`src/qrs_map.vh`:
```
// Constants and overview for the quad rail reset supervisor with watchdog
// Overview of operation
// - Delay select open gives 20 ms release delay; tied high gives 300 ms.
// - Capacitor mode gives a programmable release delay, 1.4 ms to 10 s, per channel.
// - Watchdog period is 600 ms from channel 1 release or last kick edge.
// - Watchdog countdown starts when channel 1 hold is released.
// - Any rising or falling kick edge restarts the watchdog count.
// - Watchdog expiry without a kick edge asserts the watchdog fault output.
// - Fault is latched, ignores kicks, cleared only by channel 1 hold assertion.
// - Channel 1 releases after manual hold high, rail 1 good, and delay.
// - Channels 2 and 3 hold while rail low, release after delay once good.
// - Channel 4 holds on under or overvoltage, releases after delay when in range.
// - Assertion of a channel hold happens at once; only release waits.
// - Hold stays asserted for the whole delay after the release condition.
// - Asserted hold clears delay timing; timing restarts at next release condition.
`ifndef QRS_MAP_VH
`define QRS_MAP_VH

// ----------------------------------------
// Time base
// ----------------------------------------
`define QRS_CLK_HZ 10000000
`define QRS_TICK_US 100
`define QRS_TICK_CYC ((`QRS_CLK_HZ / 1000000) * `QRS_TICK_US)
`define QRS_TICK_LAST 10'h3e7
`define QRS_PRE_W 10

// ----------------------------------------
// Delays in ms, and in 100 us ticks
// ----------------------------------------
`define QRS_DLY_SHORT_MS 20
`define QRS_DLY_LONG_MS 300
`define QRS_WDT_MS 600
`define QRS_TICKS_PER_MS (1000 / `QRS_TICK_US)
`define QRS_CNT_W 17
// Tick counts sized to the counters: ms times ticks per ms
`define QRS_DLY_SHORT_T 17'h000c8
`define QRS_DLY_LONG_T 17'h00bb8
`define QRS_WDT_T 17'h01770
`define QRS_PROG_MIN_T 17'h0000e
`define QRS_PROG_MAX_T 17'h186a0

// ----------------------------------------
// Delay select modes
// ----------------------------------------
`define QRS_SEL_W 2
`define QRS_SEL_SHORT 2'h0
`define QRS_SEL_LONG 2'h1
`define QRS_SEL_PROG 2'h2

`endif

```
`src/qrs_sync.v`:
```
// Two-flop synchroniser for one level
`include "qrs_map.vh"

module qrs_sync (
    clk_sys,
    rst,
    din,
    dout
);
    input wire clk_sys;
    input wire rst;
    input wire din;
    output wire dout;

    reg meta_q;
    reg sync_q;

    always @(posedge clk_sys or posedge rst) begin
        if (rst) begin
            meta_q <= 1'b0;
            sync_q <= 1'b0;
        end else begin
            meta_q <= din;
            sync_q <= meta_q;
        end
    end

    assign dout = sync_q;
endmodule

```
`src/qrs_chan.v`:
```
// One supervisor channel: instant assert, delayed release
`include "qrs_map.vh"

module qrs_chan (
    clk_sys,
    rst,
    tick,
    good,
    sel,
    prog_ticks,
    hold
);
    input wire clk_sys;
    input wire rst;
    input wire tick;
    input wire good;
    input wire [`QRS_SEL_W-1:0] sel;
    input wire [`QRS_CNT_W-1:0] prog_ticks;
    output reg hold;

    reg [`QRS_CNT_W-1:0] cnt_q;
    reg [`QRS_CNT_W-1:0] lim;
    reg [`QRS_CNT_W-1:0] prog_lim;

    // ----------------------------------------
    // Release delay target
    // ----------------------------------------
    always @* begin
        prog_lim = prog_ticks;
        if (prog_ticks < `QRS_PROG_MIN_T)
            prog_lim = `QRS_PROG_MIN_T;
        else if (prog_ticks > `QRS_PROG_MAX_T)
            prog_lim = `QRS_PROG_MAX_T;
        case (sel)
            `QRS_SEL_LONG: lim = `QRS_DLY_LONG_T;
            `QRS_SEL_PROG: lim = prog_lim;
            default: lim = `QRS_DLY_SHORT_T;
        endcase
    end

    // ----------------------------------------
    // Delay counter and hold state
    // ----------------------------------------
    always @(posedge clk_sys or posedge rst) begin
        if (rst) begin
            cnt_q <= {`QRS_CNT_W{1'b0}};
            hold <= 1'b1;
        end else if (!good) begin
            cnt_q <= {`QRS_CNT_W{1'b0}};
            hold <= 1'b1;
        end else if (hold) begin
            // One extra tick so a partial first tick never shortens the delay
            if (cnt_q > lim)
                hold <= 1'b0;
            else if (tick)
                cnt_q <= cnt_q + 1'b1;
        end
    end
endmodule

```
`src/qrs_supervisor.v`:
```
// Top of the quad rail reset supervisor with watchdog
`include "qrs_map.vh"

module qrs_supervisor (
    clk_sys,
    rst,
    manual_hold_n,
    watchdog_kick,
    rail_monitor_1,
    rail_monitor_2,
    rail_monitor_3,
    rail_monitor_4_low,
    rail_monitor_4_high,
    delay_select_1,
    delay_select_2,
    delay_select_3,
    delay_select_4,
    delay_prog_1,
    delay_prog_2,
    delay_prog_3,
    delay_prog_4,
    rail_hold_out_1,
    rail_hold_out_2,
    rail_hold_out_3,
    rail_hold_out_4,
    watchdog_fault_out
);
    input wire clk_sys;
    input wire rst;
    input wire manual_hold_n;
    input wire watchdog_kick;
    input wire rail_monitor_1;
    input wire rail_monitor_2;
    input wire rail_monitor_3;
    input wire rail_monitor_4_low;
    input wire rail_monitor_4_high;
    input wire [`QRS_SEL_W-1:0] delay_select_1;
    input wire [`QRS_SEL_W-1:0] delay_select_2;
    input wire [`QRS_SEL_W-1:0] delay_select_3;
    input wire [`QRS_SEL_W-1:0] delay_select_4;
    input wire [`QRS_CNT_W-1:0] delay_prog_1;
    input wire [`QRS_CNT_W-1:0] delay_prog_2;
    input wire [`QRS_CNT_W-1:0] delay_prog_3;
    input wire [`QRS_CNT_W-1:0] delay_prog_4;
    output reg rail_hold_out_1;
    output reg rail_hold_out_2;
    output reg rail_hold_out_3;
    output reg rail_hold_out_4;
    output reg watchdog_fault_out;

    // ----------------------------------------
    // Input synchronisers
    // ----------------------------------------
    wire [5:0] raw_in;
    wire [5:0] syn_in;
    assign raw_in = {watchdog_kick, rail_monitor_4_high, rail_monitor_4_low,
                     rail_monitor_3, rail_monitor_2, rail_monitor_1};

    genvar gi;
    generate
        for (gi = 0; gi < 6; gi = gi + 1) begin : g_sync
            qrs_sync u_sync (
                .clk_sys(clk_sys),
                .rst(rst),
                .din(raw_in[gi]),
                .dout(syn_in[gi])
            );
        end
    endgenerate

    // Manual hold synchronised apart so its reset level is high (released)
    reg mh_meta_q;
    reg mh_q;
    always @(posedge clk_sys or posedge rst) begin
        if (rst) begin
            mh_meta_q <= 1'b1;
            mh_q <= 1'b1;
        end else begin
            mh_meta_q <= manual_hold_n;
            mh_q <= mh_meta_q;
        end
    end

    // ----------------------------------------
    // Tick prescaler
    // ----------------------------------------
    reg [`QRS_PRE_W-1:0] pre_q;
    reg tick_q;
    always @(posedge clk_sys or posedge rst) begin
        if (rst) begin
            pre_q <= {`QRS_PRE_W{1'b0}};
            tick_q <= 1'b0;
        end else if (pre_q == `QRS_TICK_LAST) begin
            pre_q <= {`QRS_PRE_W{1'b0}};
            tick_q <= 1'b1;
        end else begin
            pre_q <= pre_q + 1'b1;
            tick_q <= 1'b0;
        end
    end

    // ----------------------------------------
    // Channel release conditions
    // ----------------------------------------
    wire [3:0] good;
    assign good[0] = mh_q & syn_in[0];
    assign good[1] = syn_in[1];
    assign good[2] = syn_in[2];
    assign good[3] = syn_in[3] & ~syn_in[4];

    wire [4*`QRS_SEL_W-1:0] sel_all;
    wire [4*`QRS_CNT_W-1:0] prog_all;
    wire [3:0] hold;
    assign sel_all = {delay_select_4, delay_select_3, delay_select_2, delay_select_1};
    assign prog_all = {delay_prog_4, delay_prog_3, delay_prog_2, delay_prog_1};

    generate
        for (gi = 0; gi < 4; gi = gi + 1) begin : g_chan
            qrs_chan u_chan (
                .clk_sys(clk_sys),
                .rst(rst),
                .tick(tick_q),
                .good(good[gi]),
                .sel(sel_all[gi*`QRS_SEL_W +: `QRS_SEL_W]),
                .prog_ticks(prog_all[gi*`QRS_CNT_W +: `QRS_CNT_W]),
                .hold(hold[gi])
            );
        end
    endgenerate

    // ----------------------------------------
    // Watchdog on channel 1
    // ----------------------------------------
    reg kick_q;
    reg [`QRS_CNT_W-1:0] wd_cnt_q;
    wire kick_edge;
    assign kick_edge = syn_in[5] ^ kick_q;

    always @(posedge clk_sys or posedge rst) begin
        if (rst) begin
            kick_q <= 1'b0;
            wd_cnt_q <= {`QRS_CNT_W{1'b0}};
            watchdog_fault_out <= 1'b0;
        end else begin
            kick_q <= syn_in[5];
            if (hold[0]) begin
                wd_cnt_q <= {`QRS_CNT_W{1'b0}};
                watchdog_fault_out <= 1'b0;
            end else if (!watchdog_fault_out) begin
                if (kick_edge)
                    wd_cnt_q <= {`QRS_CNT_W{1'b0}};
                else if (wd_cnt_q >= `QRS_WDT_T)
                    watchdog_fault_out <= 1'b1;
                else if (tick_q)
                    wd_cnt_q <= wd_cnt_q + 1'b1;
            end
        end
    end

    // ----------------------------------------
    // Registered outputs
    // ----------------------------------------
    always @(posedge clk_sys or posedge rst) begin
        if (rst) begin
            rail_hold_out_1 <= 1'b1;
            rail_hold_out_2 <= 1'b1;
            rail_hold_out_3 <= 1'b1;
            rail_hold_out_4 <= 1'b1;
        end else begin
            rail_hold_out_1 <= hold[0];
            rail_hold_out_2 <= hold[1];
            rail_hold_out_3 <= hold[2];
            rail_hold_out_4 <= hold[3];
        end
    end
endmodule

```
`config.mk`:
```
export PLATFORM = sky130hd
export DESIGN_NAME = qrs_supervisor
export DESIGN_NICKNAME = d
export VERILOG_FILES = /design/src/qrs_sync.v /design/src/qrs_chan.v /design/src/qrs_supervisor.v
export VERILOG_INCLUDE_DIRS = /design/src
export SDC_FILE = /design/constraint.sdc
export NUM_CORES = 1
export LEC_CHECK = 0
export BUFFER_PORTS_ARGS = -buffer_cell sky130_fd_sc_hd__buf_2
export CORE_MARGIN = 3
export CORE_UTILIZATION = 45
export CTS_CLUSTER_SIZE = 16
export DETAILED_ROUTE_END_ITERATION = 10
export PLACE_DENSITY_LB_ADDON = 0.1
export SLEW_MARGIN = 20
export SYNTH_ARGS = -nofsm -noshare
export SYNTH_HDL_FRONTEND = slang
export SYNTH_SLANG_ARGS = --single-unit
```
`constraint.sdc`:
```
create_clock -name clk_sys -period 5.1 [get_ports clk_sys]
set_clock_uncertainty 0.05 [all_clocks]
set_input_delay 1.53 -clock clk_sys [delete_from_list [all_inputs] [get_ports clk_sys]]
set_output_delay 1.53 -clock clk_sys [all_outputs]
set_load 0.005 [all_outputs]
```
==> flow_summary_export.csv <==
group,metric,value,unit
run_status,status,"complete, no violations",
setup_path,crit_start,"delay_prog_1[0]",
drt,routed_wl,17.9,mm
run,drv_cap,0,
cells_and_area,diodes,0,
synthesis,syn_area,8120,um2
timing,period_needed,4.75,ns
cells_and_area,finalNonFillerCells,1276,
timing,final_max_slew_viol_count,0,
synthesis,synth_ff_type,"dfrtp_1",
timing,fin_crit_sh,93.2,%
power,vdd_drop_max,236,uV
setup_path,arrival,5.03,ns
synthesis,ys_seq_area_share,37.1,%
synthesis,muxShareOfSynthArea,0.616,%
cells_and_area,n_fill_cell,1637,
timing,max_slew_margin,46.8,%
power,powerDensity,250,nW/um2
floorplanning,placement_rows,48,
place,hpwlAfterDp,13.7,mm
setup_path,r2r-start,"g_chan[2].u_chan.cnt_q[6]",
cells_and_area,fin_util,56.0,%
floorplanning,core_region_area,17500,um2
global_routing,grt_pass1_wl,31.2,mm
cells_and_area,fin_nets,1206,
cts,clockBufferDepth,2,
synthesis,yosysUniqueCellTypes,59,
drt,vias,6918,
min_path,min_from,"g_sync[5].u_sync.meta_q",
power,netSwitchingPower,0.578,mW
global_routing,grt_pass1_vias,6635,
power,comb_power_share,9.3,%
cts,clkTransAtPathRegs,0.05,ns
timing,rsz0062_at_grt,"false",
min_path,hold_path.class,"reg2reg",
global_routing,grt_max_degree,66,
global_routing,grt.total_usage,18.9,%
timing,setup_viol,0,
drt,ant_nets,0,
synthesis,synth-edff-count,0,
setup_path,path_class,"in2reg",
cells_and_area,drive_gt1_share,18.6,%
global_routing,antenna_found_initial,0,
setup_path,crit_path_start_kind,"input port",
drt,drcViolationCount,0,
power,p_seq_share,39.4,%
floorplanning,die_area,19700,um2
floorplanning,fp.dieH,140,um
synthesis,synth_xor_area_share,6.25,%
cells_and_area,multiInputGateArea,4900,um2
cells_and_area,register_area,3020,um2
drt,drtIter0Drc,322,
timing,hold_viol,0,
synthesis,synth_top_family_by_area,"simple AND/OR/NAND/NOR gates",
cts,postCtsSetupRepairBufs,0,
synthesis,synthSimpleGateAreaFrac,25.9,%
power,switching_share,23.6,%
place,portBuffers,89,
synthesis,synthArstFlopShare,100,%
cells_and_area,syn2layout_area_growth,20.5,%
synthesis,synthCells,902,
floorplanning,die_w,140,um
synthesis,synth_fp_nets,1070,
synthesis,yosys_warnings,0,
timing,fmax,210,MHz
floorplanning,ioPinCount,90,
floorplanning,start_util,46.5,%
drt,first_pass_iters,5,
synthesis,synth_fa_ha_area_share,12.8,%
power,p_leak,4.64,nW
power,p_clk_share,51.3,%
cts,ctsHoldBuffers,0,
synthesis,syn_area_per_cell,9.01,um2
setup_path,cp.required,5.37,ns
cts,root_buffer,"clkbuf_16",
cts,cts_inserted_buffers,17,
global_routing,overflow,0,
power,internal_power,1.87,mW
cts,tritoncts,"done",
cts,cts.sinks,120,
drt,routedWlPerCell,14.0,um
cts,cts.htree.levels,4,
synthesis,synth_compound_gate_area_share,14.7,%
cts,clock_latency,0.41,ns
synthesis,synth_seq_cells,120,
place,place_inst,1244,
place,place_congestion,0.907,
setup_path,worstSetupEndpointType,"register",
drt,via_per_inst,5.42,
timing,max_slew.worst_pin.slew,0.798,ns
setup_path,critPathMaxFanout,7,
## metal layers
layer / vias to the layer above / part of all wire [%] / track usage (%)
met4: 0 / 0.92 / 5.05
met3: 13 / 3.0 / 3.41
met1: 3265 / 51 / 27.0
met2: 88 / 45 / 29.4
li1: 3552 / - / -
met5: - / 0 / 0
## critical path, stage by stage
cell	delay [ns]
buf_2	0.10
or4_1	0.51
o21ai_0	0.16
nand2b_1	0.07
a21oi_1	0.13
o21ai_0	0.10
and3_1	0.24
o211ai_1	0.23
ha_1	0.31
a21o_1	0.18
a21o_1	0.18
a21oi_1	0.16
o21a_1	0.15
o211ai_2	0.10
and2_1	0.24
or4b_1	0.50
a21oi_1	0.15
## per-stage QoR
| step | hold WS, ns | setup WS [ns] | instance area, um2 | setup TNS (ns) | total power, mW |
|---|---|---|---|---|---|
| 3_3_place_gp | 0.282 | -0.0250 | 9160 | -0.0296 | 1.21 |
| 2_1_floorplan | 0.281 | 0.147 | 8120 | 0 | 1.11 |
| 5_1_grt | 0.302 | 0.0603 | 9790 | 0 | 2.56 |
| 6_report | 0.295 | 0.347 | 9790 | 0 | 2.45 |
| 3_5_place_dp | 0.285 | -0.0123 | 9160 | -0.0123 | 1.21 |
| 4_1_cts | 0.298 | 0.371 | 9790 | 0 | 2.48 |
## final cells by class
type	count	area share, %
multi-input combinational	729	50.1
tap	225	2.88
clock buffer	20	4.77
inverter	35	1.37
timing repair buffer	135	8.46
sequential	120	30.8
clock inverter	12	1.66
## power by group through the flow
stage,registers (mW),clock network [mW],logic (mW)
3_3_place_gp,0.983,0,0.227
2_1_floorplan,0.980,0,0.128
5_1_grt,0.968,1.33,0.259
3_5_place_dp,0.984,0,0.228
6_report,0.967,1.26,0.227
4_1_cts,0.967,1.28,0.228
## what timing repair did
action / in CTS / in global routing
gates resized for setup: 0 / 1
hold endpoints to repair: 0 / 0
endpoints found under the setup margin: 0 / 1
## sequential cells by signal, indices dropped and copies added, names as in the netlist
register,flops
mh_q,1
rail_hold_out_2,1
g_chan.u_chan.cnt_q,68
mh_meta_q,1
g_chan.u_chan.hold,4
tick_q,1
pre_q,10
rail_hold_out_4,1
g_sync.u_sync.meta_q,6
kick_q,1
watchdog_fault_out,1
wd_cnt_q,17
g_sync.u_sync.dout,6
rail_hold_out_3,1
rail_hold_out_1,1
## worst paths after layout
kind	cells past startpoint	to	slack (ns)
setup / recovery	17	g_chan[0].u_chan.cnt_q[9]	0.35
hold / removal	0	g_sync[5].u_sync.dout	0.30
setup reg to reg	10	g_chan[2].u_chan.cnt_q[8]	2.49
hold reg to reg	0	g_sync[5].u_sync.dout	0.30
max in group asynchronous	3	rail_hold_out_3	2.96
min in group asynchronous	2	g_sync[0].u_sync.meta_q	1.23
## kinds of logic (layout without fill, tap and decap cells)
family / Yosys count / count (layout)
flops: 120 / 120
buf+inv: 53 / 202
simple gates: 399 / 399
xor+xnor: 58 / 58
mux: 5 / 5
fa+ha+maj: 83 / 83
compound gates: 184 / 184
## cell usage in the layout (no fill, tap or decap), types with 35 or more instances in the layout
cell,n
a21oi_1,54
and2_1,35
buf_2,89
buf_4,43
dfrtp_1,110
ha_1,83
nand2_1,87
nand4_1,45
nor2_1,71
o21ai_0,36
## Yosys cell counts (all sizes together) (10+ instances only)
cell type | count | area, um2
a21o | 26 | 195
a21oi | 56 | 288
a31oi | 12 | 75.1
and2 | 35 | 219
and3 | 28 | 175
clkbuf | 13 | 48.8
dfrtp | 110 | 2750
dfstp | 10 | 263
ha | 83 | 1040
inv | 35 | 131
nand2 | 87 | 327
nand2b | 12 | 75.1
nand3 | 34 | 170
nand4 | 45 | 282
nor2 | 71 | 267
nor2b | 21 | 131
nor3 | 16 | 95.1
nor4 | 20 | 146
o21a | 11 | 82.6
o21ai | 39 | 199
or3 | 14 | 87.6
xnor2 | 27 | 236
xor2 | 31 | 272
Note: power is estimated with default switching activity, not from simulation.
